### src/rtl/spi_status_regs.vh
`ifndef SPI_STATUS_REGS_VH
`define SPI_STATUS_REGS_VH

// register indices on the plain port
`define A_CTRL 3'h0
`define A_DATA 3'h1
`define A_COUNT 3'h2
`define A_IRQ_STAT 3'h3
`define A_IRQ_MASK 3'h4

// status and control field positions
`define B_TXE 0
`define B_MODE_FAULT_FLAG 1
`define B_OVF 2
`define B_RXF 3
`define B_TXIE 4
`define B_PE 5
`define B_MSTR 8
`define B_RXIE 9
`define B_MODE_FAULT_DETECT_ENABLE 10

// event bits in the interrupt status and mask registers
`define EV_TXE 0
`define EV_RXF 1
`define EV_OVF 2
`define EV_MODE_FAULT_FLAG 3

// queue shape and reset values
`define Q_FULL 3'h4
`define Q_LAST 3'h3
`define WORD_LAST 3'h7
`define MASK_RST 4'h0

// serial clock half period when master
`define CLK_MHZ 200
`define SCLK_HALF_NS 50
`define SCLK_HALF_CYC (`SCLK_HALF_NS * `CLK_MHZ / 1000)

`endif

### src/rtl/spi_status_flags.v
`timescale 1ns/1ps
`default_nettype none
`include "spi_status_regs.vh"

module spi_status_flags (
  input wire CLOCK_I,
  input wire RESETN_I,
  input wire [2:0] ADDR_I,
  input wire [15:0] WDATA_I,
  input wire WR_I,
  input wire RD_I,
  output wire [15:0] RDATA_O,
  output wire IRQ_O,
  input wire SCLK_I,
  output wire SCLK_O,
  output wire SCLK_OE_O,
  input wire SDI_I,
  output wire SDO_O,
  input wire SSB_N_I,
  output wire SSB_N_O,
  output wire SSB_N_OE_O
);

  localparam [31:0] TICK_LAST = `SCLK_HALF_CYC - 1;

  // queue pointer step, shared by both queues
  function [1:0] nxt;
    input [1:0] p;
    begin
      nxt = p + 2'h1;
    end
  endfunction

  // ----------------------------------------
  // reset and pin synchronisers
  // ----------------------------------------
  reg rst_a_q;
  reg rst_q;
  wire rst_n;

  // release is synchronous so no flop sees a partial edge
  always @(posedge CLOCK_I or negedge RESETN_I) begin
    if (!RESETN_I) begin
      rst_a_q <= 1'b0;
      rst_q <= 1'b0;
    end else begin
      rst_a_q <= 1'b1;
      rst_q <= rst_a_q;
    end
  end
  assign rst_n = rst_q;

  reg [2:0] pin1_q;
  reg [2:0] pin2_q;
  reg sclk_old_q;
  reg ssb_old_q;
  wire sclk_s;
  wire sdi_s;
  wire ssb_s;

  // {select, data, clock}; select idles high
  always @(posedge CLOCK_I or negedge rst_n) begin
    if (!rst_n) begin
      pin1_q <= 3'h4;
      pin2_q <= 3'h4;
      sclk_old_q <= 1'b0;
      ssb_old_q <= 1'b1;
    end else begin
      pin1_q <= {SSB_N_I, SDI_I, SCLK_I};
      pin2_q <= pin1_q;
      sclk_old_q <= pin2_q[0];
      ssb_old_q <= pin2_q[2];
    end
  end
  assign sclk_s = pin2_q[0];
  assign sdi_s = pin2_q[1];
  assign ssb_s = pin2_q[2];

  // ----------------------------------------
  // state declarations
  // ----------------------------------------
  reg txie_q;
  reg rxie_q;
  reg mstr_q;
  reg pe_q;
  reg mode_fault_detect_enable_q;
  reg txe_q;
  reg rxf_q;
  reg ovf_q;
  reg ovf_arm_q;
  reg mode_fault_flag_q;
  reg [3:0] ev_q;
  reg [3:0] mask_q;
  reg [15:0] rdata_q;

  reg [7:0] rx_mem [0:3];
  reg [1:0] rx_wp_q;
  reg [1:0] rx_rp_q;
  reg [2:0] rx_cnt_q;
  reg [7:0] tx_mem [0:3];
  reg [1:0] tx_wp_q;
  reg [1:0] tx_rp_q;
  reg [2:0] tx_cnt_q;

  reg busy_q;
  reg last_q;
  reg [2:0] bit_q;
  reg [7:0] sh_q;
  reg sdo_q;
  reg sclk_q;
  reg [7:0] div_q;

  // ----------------------------------------
  // bus decode
  // ----------------------------------------
  wire wr_ctrl = WR_I && (ADDR_I == `A_CTRL);
  wire wr_data = WR_I && (ADDR_I == `A_DATA);
  wire wr_stat = WR_I && (ADDR_I == `A_IRQ_STAT);
  wire wr_mask = WR_I && (ADDR_I == `A_IRQ_MASK);
  wire rd_ctrl = RD_I && (ADDR_I == `A_CTRL);
  wire rd_data = RD_I && (ADDR_I == `A_DATA);

  // ----------------------------------------
  // shifter events
  // ----------------------------------------
  wire tx_have = (tx_cnt_q != 3'h0);
  wire tick = (div_q == TICK_LAST[7:0]);
  wire sclk_rise = sclk_s && !sclk_old_q;
  wire sclk_fall = !sclk_s && sclk_old_q;
  wire ssb_fall = !ssb_s && ssb_old_q;
  wire ssb_rise = ssb_s && !ssb_old_q;
  wire m_start = pe_q && mstr_q && !busy_q && tx_have;
  wire s_start = pe_q && !mstr_q && !busy_q && ssb_fall;
  wire rise = busy_q && (mstr_q ? (tick && !sclk_q) : sclk_rise);
  wire fall = busy_q && (mstr_q ? (tick && sclk_q) : sclk_fall);
  wire reload = fall && last_q && !mstr_q;
  wire load = s_start || reload;
  wire tx_pop = m_start || (load && tx_have);
  wire [7:0] tx_word = tx_mem[tx_rp_q];
  wire [7:0] rx_word = {sh_q[6:0], sdi_s};
  wire done = rise && (bit_q == `WORD_LAST);
  wire rx_full = (rx_cnt_q == `Q_FULL);
  wire rx_push = done && !rx_full;
  wire ovf_set = done && rx_full;
  wire rx_pop = rd_data && (rx_cnt_q != 3'h0);
  wire tx_push = wr_data && (tx_cnt_q != `Q_FULL);
  wire s_abort = busy_q && !mstr_q && ssb_rise;

  // mode fault in either role
  wire mode_fault_flag_slv = mode_fault_detect_enable_q && !mstr_q && s_abort && (bit_q != 3'h0);
  wire mode_fault_flag_mst = mode_fault_detect_enable_q && mstr_q && pe_q && !ssb_s;
  wire mode_fault_flag_set = mode_fault_flag_slv || mode_fault_flag_mst;

  // ----------------------------------------
  // control register and flags
  // ----------------------------------------
  // every hardware set takes priority over a clear in the same cycle
  always @(posedge CLOCK_I or negedge rst_n) begin
    if (!rst_n) begin
      txie_q <= 1'b0;
      rxie_q <= 1'b0;
      mstr_q <= 1'b0;
      pe_q <= 1'b0;
      mode_fault_detect_enable_q <= 1'b0;
      txe_q <= 1'b1;
      rxf_q <= 1'b0;
      ovf_q <= 1'b0;
      ovf_arm_q <= 1'b0;
      mode_fault_flag_q <= 1'b0;
    end else begin
      if (wr_ctrl) begin
        txie_q <= WDATA_I[`B_TXIE];
        rxie_q <= WDATA_I[`B_RXIE];
        mstr_q <= WDATA_I[`B_MSTR];
        mode_fault_detect_enable_q <= WDATA_I[`B_MODE_FAULT_DETECT_ENABLE];
      end
      if (mode_fault_flag_mst) begin
        pe_q <= 1'b0;
      end else if (wr_ctrl) begin
        pe_q <= WDATA_I[`B_PE];
      end
      if (tx_pop && (tx_cnt_q == 3'h1) && !tx_push) begin
        txe_q <= 1'b1;
      end else if (wr_data) begin
        txe_q <= 1'b0;
      end
      if (rx_push && (rx_cnt_q == `Q_LAST)) begin
        rxf_q <= 1'b1;
      end else if (rd_data) begin
        rxf_q <= 1'b0;
      end
      if (ovf_set) begin
        ovf_q <= 1'b1;
      end else if (rd_data && ovf_arm_q) begin
        ovf_q <= 1'b0;
      end
      // arming needs a status read that actually showed the flag
      if (rd_ctrl && ovf_q) begin
        ovf_arm_q <= 1'b1;
      end else if (rd_data) begin
        ovf_arm_q <= 1'b0;
      end
      if (mode_fault_flag_set) begin
        mode_fault_flag_q <= 1'b1;
      end else if (wr_ctrl && WDATA_I[`B_MODE_FAULT_FLAG] && mode_fault_flag_q) begin
        mode_fault_flag_q <= 1'b0;
      end
    end
  end

  // ----------------------------------------
  // receive queue
  // ----------------------------------------
  // a full queue keeps its words, the new one is dropped
  always @(posedge CLOCK_I) begin
    if (rx_push) begin
      rx_mem[rx_wp_q] <= rx_word;
    end
  end

  always @(posedge CLOCK_I or negedge rst_n) begin
    if (!rst_n) begin
      rx_wp_q <= 2'h0;
      rx_rp_q <= 2'h0;
      rx_cnt_q <= 3'h0;
    end else begin
      if (rx_push) begin
        rx_wp_q <= nxt(rx_wp_q);
      end
      if (rx_pop) begin
        rx_rp_q <= nxt(rx_rp_q);
      end
      if (rx_push && !rx_pop) begin
        rx_cnt_q <= rx_cnt_q + 3'h1;
      end else if (rx_pop && !rx_push) begin
        rx_cnt_q <= rx_cnt_q - 3'h1;
      end
    end
  end

  // ----------------------------------------
  // transmit queue
  // ----------------------------------------
  // writes into a full queue are lost, as software was warned
  always @(posedge CLOCK_I) begin
    if (tx_push) begin
      tx_mem[tx_wp_q] <= WDATA_I[7:0];
    end
  end

  always @(posedge CLOCK_I or negedge rst_n) begin
    if (!rst_n) begin
      tx_wp_q <= 2'h0;
      tx_rp_q <= 2'h0;
      tx_cnt_q <= 3'h0;
    end else begin
      if (tx_push) begin
        tx_wp_q <= nxt(tx_wp_q);
      end
      if (tx_pop) begin
        tx_rp_q <= nxt(tx_rp_q);
      end
      if (tx_push && !tx_pop) begin
        tx_cnt_q <= tx_cnt_q + 3'h1;
      end else if (tx_pop && !tx_push) begin
        tx_cnt_q <= tx_cnt_q - 3'h1;
      end
    end
  end

  // ----------------------------------------
  // shifter, mode 0, msb first
  // ----------------------------------------
  // sample on rising clock, drive on falling; slave words run
  // back to back while select stays low
  always @(posedge CLOCK_I or negedge rst_n) begin
    if (!rst_n) begin
      busy_q <= 1'b0;
      last_q <= 1'b0;
      bit_q <= 3'h0;
      sh_q <= 8'h00;
      sdo_q <= 1'b0;
      sclk_q <= 1'b0;
      div_q <= 8'h00;
    end else if (!pe_q || s_abort) begin
      busy_q <= 1'b0;
      last_q <= 1'b0;
      bit_q <= 3'h0;
      sclk_q <= 1'b0;
      div_q <= 8'h00;
    end else if (m_start || s_start) begin
      busy_q <= 1'b1;
      bit_q <= 3'h0;
      sh_q <= tx_have ? tx_word : 8'h00;
      sdo_q <= tx_have ? tx_word[7] : 1'b0;
      div_q <= 8'h00;
    end else if (busy_q) begin
      // divider paces the master clock only
      div_q <= (tick || !mstr_q) ? 8'h00 : div_q + 8'h01;
      if (mstr_q && tick) begin
        sclk_q <= !sclk_q;
      end
      if (rise) begin
        sh_q <= rx_word;
        bit_q <= bit_q + 3'h1;
        last_q <= done;
      end else if (fall && last_q) begin
        last_q <= 1'b0;
        busy_q <= !mstr_q;
        if (reload) begin
          sh_q <= tx_have ? tx_word : 8'h00;
          sdo_q <= tx_have ? tx_word[7] : 1'b0;
        end
      end else if (fall) begin
        sdo_q <= sh_q[7];
      end
    end
  end

  // ----------------------------------------
  // interrupt events
  // ----------------------------------------
  // a request standing during the clear keeps its bit set
  wire [3:0] req;
  assign req[`EV_TXE] = txe_q && txie_q;
  assign req[`EV_RXF] = rxf_q && rxie_q;
  assign req[`EV_OVF] = ovf_q && rxie_q;
  assign req[`EV_MODE_FAULT_FLAG] = mode_fault_flag_q;

  always @(posedge CLOCK_I or negedge rst_n) begin
    if (!rst_n) begin
      ev_q <= 4'h0;
      mask_q <= `MASK_RST;
    end else begin
      ev_q <= (ev_q & ~(wr_stat ? WDATA_I[3:0] : 4'h0)) | req;
      if (wr_mask) begin
        mask_q <= WDATA_I[3:0];
      end
    end
  end

  assign IRQ_O = |(ev_q & mask_q);

  // ----------------------------------------
  // read data, valid the cycle after the strobe
  // ----------------------------------------
  always @(posedge CLOCK_I or negedge rst_n) begin
    if (!rst_n) begin
      rdata_q <= 16'h0000;
    end else if (!RD_I) begin
      rdata_q <= 16'h0000;
    end else begin
      case (ADDR_I)
        `A_CTRL: begin
          rdata_q <= {5'h00, mode_fault_detect_enable_q, rxie_q, mstr_q, 2'h0, pe_q,
                      txie_q, rxf_q, ovf_q, mode_fault_flag_q, txe_q};
        end
        `A_DATA: begin
          rdata_q <= {8'h00, (rx_cnt_q != 3'h0) ? rx_mem[rx_rp_q] : 8'h00};
        end
        `A_COUNT: begin
          rdata_q <= {9'h000, `Q_FULL - tx_cnt_q, 1'b0, rx_cnt_q};
        end
        `A_IRQ_STAT: begin
          rdata_q <= {12'h000, ev_q};
        end
        `A_IRQ_MASK: begin
          rdata_q <= {12'h000, mask_q};
        end
        default: begin
          rdata_q <= 16'h0000;
        end
      endcase
    end
  end

  // ----------------------------------------
  // pins
  // ----------------------------------------
  // select is only driven when fault detection is off, since
  // detection needs the pin as an input
  assign RDATA_O = rdata_q;
  assign SCLK_O = sclk_q;
  assign SCLK_OE_O = pe_q && mstr_q;
  assign SDO_O = sdo_q;
  assign SSB_N_O = !busy_q;
  assign SSB_N_OE_O = pe_q && mstr_q && !mode_fault_detect_enable_q;

endmodule // spi_status_flags

`default_nettype wire

### config.mk
export PLATFORM = sky130hd
export DESIGN_NAME = spi_status_flags
export DESIGN_NICKNAME = d
export VERILOG_FILES = /design/src/rtl/spi_status_flags.v
export VERILOG_INCLUDE_DIRS = /design/src /design/src/rtl
export SDC_FILE = /design/constraint.sdc
export NUM_CORES = 1
export LEC_CHECK = 0
export BUFFER_PORTS_ARGS = -buffer_cell sky130_fd_sc_hd__buf_2
export CORE_ASPECT_RATIO = 1.2
export CORE_MARGIN = 10
export CORE_UTILIZATION = 40
export CTS_CLUSTER_DIAMETER = 50
export DETAILED_ROUTE_END_ITERATION = 6
export GPL_ROUTABILITY_DRIVEN = 0
export GPL_TIMING_DRIVEN = 0
export SLEW_MARGIN = 20
export SYNTH_ARGS = -nofsm -noshare
export SYNTH_HDL_FRONTEND = slang
export SYNTH_SLANG_ARGS = --single-unit
### constraint.sdc
create_clock -name CLOCK_I -period 3.55 [get_ports CLOCK_I]
set_input_delay 0 -clock CLOCK_I [delete_from_list [all_inputs] [get_ports CLOCK_I]]
set_output_delay 0 -clock CLOCK_I [all_outputs]
set_load 0.03 [all_outputs]
==> out/metrics.cfg, run 1 <==
[setup_path]
slowest_stage=dfrtp_1
max_stage_delay_ps=440
critPathTopFamily=adder cells
critPathMaxFanout=7
crit_path_start=tx_cnt_q[0]$_DFFE_PN0P_
path_cells=inv_1 > ha_1 > ha_1 > or2b_2 > a211oi_1 > nor2_1 > or2_2 > ha_1 > nor3b_1 > o21ai_0 > o311ai_0
cp-start-kind=register
critPathMostFrequentCell=ha_1
rr_endpoint=tx_cnt_q[2]$_DFFE_PN0P_
endpoint_kind=register
path_class=reg -> reg
crit_buf_inv=1
regToRegStartpoint=tx_cnt_q[0]$_DFFE_PN0P_
required_ps=3820
cp.arrival_ps=3230
reg2reg_depth=11
r2r_setup_slack_ps=590

[detailed_routing]
wl_per_cell_um=17.28
drtAntennaViolNets=0
avgViaCountPerCell=5.087
dr.pass1.iters=5
route.detailed.drc=0
drt_wl_total_um=13050
drt_iter0_drc=316
vias=3841

[timing]
clock.fmax_ghz=0.3378
setup_viol=0
rsz0062_at_grt=no
slew_headroom_pct=44.32
period_needed_ps=2961
final-max-slew-violation-count=0
setup_ws_ps=589.3
skew_ps=8.723
hold_viol=0
worst_pin_slew_ps=832.1
tns_ps=0
final.period_utilization_pct=83.40

[floorplanning]
initial_utilization_pct=40.44
dieArea_mm2=0.02112
pin_count=48
fp.dieH_um=157.2
core_area_mm2=0.01551
die_x_um=134.3
row_count=50

[yosys]
ys.flop_type=dfrtp_1
synth-seq-cells=140
synthesis.area_mm2=0.006275
synth_top_cells_by_area=edfxtp_1, dfrtp_1, mux4_2
async_flop_share_pct=54.29
yosys_warnings=0
synth_cell_types=72
synth_edf_count=64
synth_cells=457
synth_top_area_share_pct=30.63
yosysTopAreaCell=edfxtp_1
synth.avg_cell_area_um2=13.73
ys_seq_area_share_pct=61.02

[pwr]
p_sw_share_pct=29.28
p_per_area_mw_per_mm2=684.8
ir_drop_mv=0.3664
leakage_nw=3.051
internal_power_mw=3.653
power_frac_comb_pct=22.9
seq_power_share_pct=42.4
p_switching_mw=1.512
clockPowerShare_pct=34.7

[final_layout]
area_growth_pct=20.20
instances_no_fill=755
drive_above_1_share_pct=24.13
nets=582
n_fill_cell=1405
diodes=0
design_area_mm2=0.007542
final_cell_mix=dfrtp_1, edfxtp_1, buf_2
layout_commonest_cell=dfrtp_1

[placed_design]
dp_hpwl_um=9405
port_buffers=36
place_inst=706
placed_area_mm2=0.006766
place_ws_ps=585.5

[hold_path]
holdPathStages=3
hold_path.class=in -> reg
worstHoldEndpoint=RDATA_O[8]$_DFF_PN0_
min_from=ADDR_I[1]

[clocking]
cts_tree=yes
path_clk_slew_ps=60
cts_buffer_depth=2
clk_latency_ps=420
clock_sinks=140
numCtsBuffers=17
clockRootBuffer=clkbuf_16
htreeDepth=4

[job]
max_cap_violations=0

[grt]
grt_pass1_wl_um=21490
grt_max_degree=55
grt_overflow=0
grt_pass1_vias=4143
grtUsageTotal_pct=13.11
antenna_found_initial=0

[run_status]
status=finished clean

cell usage after synthesis (4+ instances only):
| master | number |
|---|---|
| dfrtp_1 | 72 |
| edfxtp_1 | 64 |
| nand2_1 | 30 |
| nor2_1 | 26 |
| inv_1 | 24 |
| ha_1 | 21 |
| o21ai_0 | 17 |
| mux4_2 | 16 |
| mux2_2 | 11 |
| nor2b_1 | 11 |
| o22ai_1 | 11 |
| a22oi_1 | 9 |
| nor3b_1 | 9 |
| a2bb2oi_1 | 8 |
| and3_1 | 8 |
| a21o_1 | 7 |
| a21oi_1 | 7 |
| xnor2_1 | 7 |
| buf_4 | 6 |
| nand3_1 | 6 |
| and2_1 | 5 |
| nor3_1 | 5 |
| xor2_1 | 5 |
| a22o_1 | 4 |
| buf_2 | 4 |
| clkbuf_1 | 4 |
| dfstp_2 | 4 |
| nand2b_1 | 4 |
final cells by class:
type / instances / area, um2 / area share, %
inverters: 24 / 90.09 / 1.194
multi-input cells: 278 / 2255 / 29.89
flip-flops and latches: 140 / 3832 / 50.81
clock buffers: 20 / 456.7 / 6.055
well taps: 208 / 260.3 / 3.451
plain buffers: 19 / 126.4 / 1.676
repair buffers: 54 / 377.9 / 5.010
clock inverters: 12 / 143.9 / 1.908
tightest hold or removal path: stages:
cell,delay [ps]
buf_2,110
nor2_1,120
and3_1,190
repair_timing:
action | in CTS | in global routing
setup buffers | 0 | 0
hold buffers | 17 | 0
endpoints found under the hold margin | 54 | 0
gates resized for setup | 0 | 0
power by group through the flow:
stage | Clock [mW] | Sequential, mW | Combinational (mW)
2_1_floorplan | 0 | 2.17 | 0.879
3_3_place_gp | 0 | 2.21 | 1.14
3_5_place_dp | 0 | 2.22 | 1.18
4_1_cts | 1.83 | 2.19 | 1.20
5_1_grt | 1.89 | 2.23 | 1.32
6_report | 1.79 | 2.19 | 1.18
through the flow:
stage	hold slack [ps]	total power, mW	util [%]
2_1_floorplan	-295.6	3.045	-
3_3_place_gp	-214.0	3.349	43.38
3_5_place_dp	-211.9	3.405	43.61
4_1_cts	31.84	5.221	48.58
5_1_grt	56.70	5.438	48.61
6_report	45.48	5.165	48.61
logic make-up (layout without fill, tap and decap cells):
kind of cell    Yosys count  after routing  share of synthesized area (%)
buf+inv                  43            129                          3.450
xor+xnor                 12             12                          1.675
flops                   140            140                          61.02
mux                      31             31                          8.455
simple gates            123            123                          11.07
other cells               2              6                         0.1197
compound gates           83             83                          9.551
fa+ha+maj                23             23                          4.666
state kept, by name, indices dropped and copies added (netlist names), 4 cells and up:
name / cells
tx_mem: 32
ev_q: 4
rx_mem: 32
sh_q: 8
RDATA_O: 11
div_q: 8
mask_q: 4
metal layers:
layer	up-vias	global-route usage [%]	part of all wire, %
met5	-	0	0
met3	18	3.380	4.0
met4	0	6.435	2.4
met2	83	22.06	51
met1	1908	15.24	43
li1	1832	-	-
worst max path at each step:
stage	end	slack, ps	depth (start not counted)
detailed placement	tx_cnt_q[2]$_DFFE_PN0P_	590	11
floorplan	tx_cnt_q[2]$_DFFE_PN0P_	880	11
global placement	rx_wp_q[0]$_DFFE_PN0P_	400	0
global route	tx_cnt_q[2]$_DFFE_PN0P_	310	11
finish	tx_cnt_q[2]$_DFFE_PN0P_	590	11
CTS	tx_cnt_q[2]$_DFFE_PN0P_	570	11
Note: power is estimated with default switching activity, not from simulation.
==> run 2, diff against run 1 <==
==> constraint.sdc (replaced) <==
create_clock -name CLOCK_I -period 2.6 [get_ports CLOCK_I]
set_input_delay 0 -clock CLOCK_I [delete_from_list [all_inputs] [get_ports CLOCK_I]]
set_output_delay 0 -clock CLOCK_I [all_outputs]
set_load 0.03 [all_outputs]
==> run 2 against run 1 <==
Compared with the run above: sequential power rose by 37%; worst hold slack improved by 20 ps; first-iteration DRC count fell by 31%; global-route usage rose by 0.23 points; combinational power rose by 45%; clock skew barely moved; non-clock buffer count rose by 15; power rose by 35%; register-to-register slack got worse by 490 ps; sequential share of layout area fell by 0.95 points; sequential cell count did not move.
==> out/metrics.cfg, run 2 (synthesized netlist as in run 1, its figures left out) <==
[final_layout]
final_cell_mix=dfrtp_1, edfxtp_1, buf_2
drive_above_1_share_pct=28.65  ; +4.5 points
n_fill_cell=1399  ; -0.43%
area_growth_pct=22.53
layout_commonest_cell=dfrtp_1
nets=597  ; +2.6%
diodes=0  ; unchanged
design_area_mm2=0.007689  ; +1.9%

[floorplanning]
core_area_mm2=0.01551  ; unchanged
dieArea_mm2=0.02112  ; unchanged
pin_count=48  ; unchanged
fp.dieH_um=157.2  ; unchanged
die_x_um=134.3  ; unchanged
initial_utilization_pct=40.44  ; unchanged
row_count=50  ; unchanged

[detailed_routing]
route.detailed.drc=0  ; unchanged
drtAntennaViolNets=0  ; unchanged
drt_wl_total_um=13420  ; +2.9%
avgViaCountPerCell=5.105  ; +0.35%
drt_iter0_drc=219  ; -31%
vias=3931  ; +2.3%
dr.pass1.iters=4  ; -1
wl_per_cell_um=17.43  ; +0.87%

[hold_path]
min_from=ADDR_I[2]
hold_path.class=in -> reg
worstHoldEndpoint=ovf_arm_q$_DFFE_PN0P_
holdPathStages=4  ; +1

[setup_path]
path_class=reg -> reg
r2r_setup_slack_ps=100  ; -490 ps
critPathMaxFanout=7  ; unchanged
cp.arrival_ps=2770  ; -460 ps
cp-start-kind=register
critPathTopFamily=simple AND/OR/NAND/NOR gates
required_ps=2870  ; -950 ps
rr_endpoint=tx_cnt_q[2]$_DFFE_PN0P_
regToRegStartpoint=tx_cnt_q[0]$_DFFE_PN0P_
critPathMostFrequentCell=ha_4
max_stage_delay_ps=400  ; -40 ps
reg2reg_depth=11  ; unchanged
crit_buf_inv=1  ; unchanged
path_cells=inv_1 > ha_2 > ha_4 > or2b_2 > a211oi_2 > nor2_1 > or2_4 > ha_4 > nor3b_1 > o21ai_0 > o311ai_0
crit_path_start=tx_cnt_q[0]$_DFFE_PN0P_
slowest_stage=dfrtp_2
endpoint_kind=register

[grt]
antenna_found_initial=0  ; unchanged
grtUsageTotal_pct=13.34  ; +0.23 points
grt_pass1_wl_um=21800  ; +1.5%
grt_pass1_vias=4068  ; -1.8%
grt_max_degree=54  ; -1.8%
grt_overflow=0  ; unchanged

[timing]
period_needed_ps=2501  ; -460.2 ps
final-max-slew-violation-count=0  ; unchanged
clock.fmax_ghz=0.3999  ; +18%
hold_slack_ps=65.88  ; +20.40 ps
slew_headroom_pct=46.71  ; +2.4 points
setup_ws_ps=99.41  ; -489.8 ps
skew_ps=8.376  ; -0.3472 ps
hold_viol=0  ; unchanged
final.period_utilization_pct=96.18  ; +13 points
setup_viol=0  ; unchanged
worst_pin_slew_ps=795.0  ; -37.05 ps
rsz0062_at_grt=yes

[pwr]
power_mw=6.987  ; +35%
p_per_area_mw_per_mm2=908.7  ; +33%
leakage_nw=3.115  ; +2.1%
ir_drop_mv=0.5332  ; +46%

[clocking]
htreeDepth=4  ; unchanged
cts_tree=yes
cts_buffer_depth=2  ; unchanged
numCtsBuffers=17  ; unchanged
clk_latency_ps=420  ; about the same
clock_sinks=140  ; unchanged
path_clk_slew_ps=60  ; about the same
clockRootBuffer=clkbuf_16

[placed_design]
place_ws_ps=-254.3  ; -839.8 ps
placed_area_mm2=0.006771  ; about the same
port_buffers=36  ; unchanged
dp_hpwl_um=9463  ; +0.61%

[job]
max_cap_violations=0  ; unchanged

[run_status]
status=finished clean

-- run 2: cell types whose count changed in the layout (fill, tap and decap cells not counted), moves of 3 or more --
cell	previous run	this run
buf_4	6	21
ha_1	21	17
nor2_1	26	22
nor2_2	0	4
bufinv_16	3	0
clkinv_1	3	0
ha_4	0	3
-- run 2: what timing repair did --
action | CTS | global route
setup buffers | 10 | 5
setup endpoints to repair | 69 | 18
endpoints found under the hold margin | 54 | 0
resized for setup | 14 | 3
hold buffers | 17 | 0
pin swaps | 7 | 5
-- run 2: worst max path at each step --
stage | end | slack, ps | depth (start not counted)
2_1_floorplan | tx_cnt_q[2]$_DFFE_PN0P_ | 2 | 11
3_3_place_gp | rx_cnt_q[0]$_DFFE_PN0P_ | -540 | 0
6_report | tx_cnt_q[2]$_DFFE_PN0P_ | 100 | 11
5_1_grt | rx_cnt_q[2]$_DFFE_PN0P_ | -8 | 11
4_1_cts | rx_cnt_q[2]$_DFFE_PN0P_ | 4 | 11
3_5_place_dp | tx_cnt_q[2]$_DFFE_PN0P_ | -250 | 11
-- run 2: final cells by class --
| class | count | area [um2] | area share, % |
|---|---|---|---|
| multi-input cells | 278 | 2315 | 30.11 |
| repair buffers | 69 | 490.5 | 6.379 |
| clock inverters | 8 | 56.30 | 0.7323 |
| clock buffers | 24 | 514.2 | 6.688 |
| plain buffers | 19 | 126.4 | 1.644 |
| flip-flops and latches | 140 | 3834 | 49.86 |
| well taps | 208 | 260.3 | 3.385 |
| inverters | 24 | 92.59 | 1.204 |
-- run 2: per-stage QoR --
step | cells | utilization (%) | TNS [ps]
final | 770 | 49.56 | 0
after global routing | 770 | 49.56 | -7.783
after CTS | 765 | 49.28 | 0
after detailed placement | 706 | 43.65 | -6629
after global placement | 705 | 43.41 | -41420
after floorplan | 461 | - | 0
-- run 2: report_power, final --
part / total [mW] / internal, mW / switching (mW)
Clock: 2.29 / 1.38 / 0.900
Combinational: 1.71 / 0.830 / 0.882
Sequential: 2.99 / 2.67 / 0.316
Total: 6.99 / 4.89 / 2.10
-- run 2: routing by layer --
layer,share of wire (%),routed length [um],vias up,global-route usage [%]
met3,3.3,445,16,3.571
li1,-,-,1860,-
met1,43,5762,1986,15.36
met2,52,7021,69,23.25
met4,1.4,191,0,4.878
met5,0,0,-,0
-- run 2: worst register-to-register path, cell delays in order, from the launching register on --
cell,delay (ps)
dfrtp_2,400
inv_1,60
ha_2,200
ha_4,180
or2b_2,300
a211oi_2,220
nor2_1,90
or2_4,280
ha_4,310
nor3b_1,50
o21ai_0,140
o311ai_0,140
==> run 3, diff against run 2 <==
--- a/config.mk
+++ b/config.mk
@@ -7,13 +7,15 @@
 export NUM_CORES = 1
 export LEC_CHECK = 0
 export BUFFER_PORTS_ARGS = -buffer_cell sky130_fd_sc_hd__buf_2
+export CAP_MARGIN = 40
 export CORE_ASPECT_RATIO = 1.2
 export CORE_MARGIN = 10
-export CORE_UTILIZATION = 40
+export CORE_UTILIZATION = 50
 export CTS_CLUSTER_DIAMETER = 50
 export DETAILED_ROUTE_END_ITERATION = 6
 export GPL_ROUTABILITY_DRIVEN = 0
 export GPL_TIMING_DRIVEN = 0
+export PLACE_DENSITY = 0.71
 export SLEW_MARGIN = 20
 export SYNTH_ARGS = -nofsm -noshare
 export SYNTH_HDL_FRONTEND = slang
==> run 3 against run 2 <==
Compared with the run above: maximum frequency shrank 0.91%; clock power grew 14%; critical endpoint is now rx_cnt_q[2]$_DFFE_PN0P_; largest cell class unchanged; worst hold slack worse by 20 ps; core utilization up 14 points; clock skew is 2.2 ps higher; sequential power about the same; power grew 4.6%.
==> out/metrics.cfg, run 3 (synthesized netlist as in run 1, its figures left out) <==
[detailed_routing]
drt_wl_total_um=12900  ; -3.9%
avgViaCountPerCell=5.476  ; +7.3%
route.detailed.drc=0  ; unchanged
dr.pass1.iters=5  ; +1
drt_iter0_drc=307  ; +40%
drtAntennaViolNets=0  ; unchanged
wl_per_cell_um=17.74  ; +1.8%
vias=3981  ; +1.3%

[setup_path]
required_ps=2930  ; +60 ps
path_class=reg -> reg
path_cells=or4_4 > nor4_4 > o21a_4 > nand3_4 > inv_2 > ha_4 > inv_2 > fa_2 > xor2_1 > nor2_1 > xor2_1
slowest_stage=or4_4
critPathMaxFanout=2  ; -5
cp.arrival_ps=2860  ; +90 ps
endpoint_kind=register
max_stage_delay_ps=560  ; +160 ps
cp-start-kind=register
regToRegStartpoint=div_q[5]$_DFFE_PN0P_
crit_path_start=div_q[5]$_DFFE_PN0P_

[clocking]
htreeDepth=4  ; unchanged
clk_latency_ps=420  ; about the same
cts_tree=yes
clock_sinks=140  ; unchanged
path_clk_slew_ps=60  ; about the same
cts_buffer_depth=2  ; unchanged
clockRootBuffer=clkbuf_16
numCtsBuffers=17  ; unchanged

[hold_path]
min_from=ADDR_I[1]
hold_path.class=in -> reg

[pwr]
internal_power_mw=5.236  ; +7.1%
power_frac_comb_pct=23.5  ; -1.0 points
seq_power_share_pct=40.8  ; -2.0 points
p_switching_mw=2.069  ; -1.4%
p_sw_share_pct=28.32  ; -1.7 points
leakage_nw=3.163  ; +1.5%
p_per_area_mw_per_mm2=946.3  ; +4.1%
ir_drop_mv=0.7603  ; +43%
clockPowerShare_pct=35.7  ; +3.0 points

[timing]
clock.fmax_ghz=0.3963  ; -0.91%
setup_viol=0  ; unchanged
slew_headroom_pct=60.76  ; +14 points
period_needed_ps=2523  ; +22.90 ps
final.period_utilization_pct=97.06  ; +0.88 points
setup_ws_ps=76.50  ; -22.90 ps
hold_viol=0  ; unchanged
final-max-slew-violation-count=0  ; unchanged
skew_ps=10.62  ; +2.246 ps
worst_pin_slew_ps=585.5  ; -209.6 ps
rsz0062_at_grt=yes
tns_ps=0  ; unchanged

[final_layout]
drive_above_1_share_pct=28.98  ; +0.33 points
area_growth_pct=23.03
finish.utilization_pct=63.17  ; +14 points
diodes=0  ; unchanged
instances_no_fill=727  ; -5.6%
layout_commonest_cell=dfrtp_1
nets=601  ; +0.67%
final_cell_mix=dfrtp_1, edfxtp_1, buf_2

[floorplanning]
fp.dieH_um=142.7  ; -9.2%
initial_utilization_pct=51.34  ; +11 points
row_count=44  ; -12%
die_x_um=122.3  ; -9.0%
pin_count=48  ; unchanged
core_area_mm2=0.01222  ; -21%
dieArea_mm2=0.01745  ; -17%

[grt]
grtUsageTotal_pct=16.03  ; +2.7 points
antenna_found_initial=0  ; unchanged
grt_max_degree=49  ; -9.3%
grt_pass1_vias=4225  ; +3.9%
grt_pass1_wl_um=21690  ; -0.51%
grt_overflow=0  ; unchanged

[run_status]
status=finished clean

[placed_design]
place_inst=661  ; -6.4%
port_buffers=36  ; unchanged
place_ws_ps=-308.8  ; -54.49 ps
dp_hpwl_um=9104  ; -3.8%

[job]
max_cap_violations=0  ; unchanged

-- run 3: worst paths after layout --
check                                           to  slack (ps)  cells past startpoint
min                           RDATA_O[8]$_DFF_PN0_          50                      3
min reg2reg                 tx_wp_q[1]$_DFFE_PN0P_         250                      0
max                        rx_cnt_q[2]$_DFFE_PN0P_          80                     11
min in group asynchronous   tx_wp_q[1]$_DFFE_PN0P_         250                      0
max reg2reg                rx_cnt_q[2]$_DFFE_PN0P_          80                     11
max in group asynchronous        txe_q$_DFFE_PN1P_        1730                      1
-- run 3: cell type report --
cell class / instances / area (um2)
fill: 934 / 4502
sequential: 140 / 3834
multi-input combinational: 278 / 2310
timing repair buffer: 73 / 515.5
clock buffer: 21 / 450.4
tap: 161 / 201.4
clock inverter: 11 / 192.7
buffer: 19 / 126.4
inverter: 24 / 90.09
-- run 3: metrics by stage --
stage	power, mW	hold slack [ps]	cell area (um2)
2_1_floorplan	4.162	-295.6	6295
3_3_place_gp	4.544	-214.7	6676
3_5_place_dp	4.622	-214.3	6718
4_1_cts	7.284	22.56	7650
5_1_grt	7.669	58.50	7720
6_report	7.305	45.56	7720
-- run 3: routing by layer --
| metal | routed length (um) | GRT usage (%) |
|---|---|---|
| met1 | 5237 | 18.70 |
| met4 | 189 | 6.149 |
| met3 | 586 | 4.892 |
| met2 | 6882 | 27.07 |
| met5 | 0 | 0 |
-- run 3: repair_timing --
item,4_1_cts,5_1_grt
endpoints found under the setup margin,37,36
gates resized for setup,13,4
endpoints found under the hold margin,54,0
hold buffers,17,0
setup buffers,10,7
pin swaps,7,5
-- run 3: worst max-delay path: cells and delay by family (launching register included) --
family / cells / cell delay, ps
AO/OA/AOI/OAI: 1 / 190
XOR/XNOR: 2 / 310
adder cells (fa/ha/maj): 2 / 460
buffers and inverters: 2 / 110
flip-flops: 1 / 380
AND/OR/NAND/NOR: 4 / 980
-- run 3: power by group through the flow --
stage | Combinational (mW) | Clock (mW) | Sequential, mW
6_report | 1.72 | 2.60 | 2.98
5_1_grt | 1.90 | 2.74 | 3.03
4_1_cts | 1.66 | 2.64 | 2.99
3_5_place_dp | 1.60 | 0 | 3.02
3_3_place_gp | 1.53 | 0 | 3.01
2_1_floorplan | 1.20 | 0 | 2.96
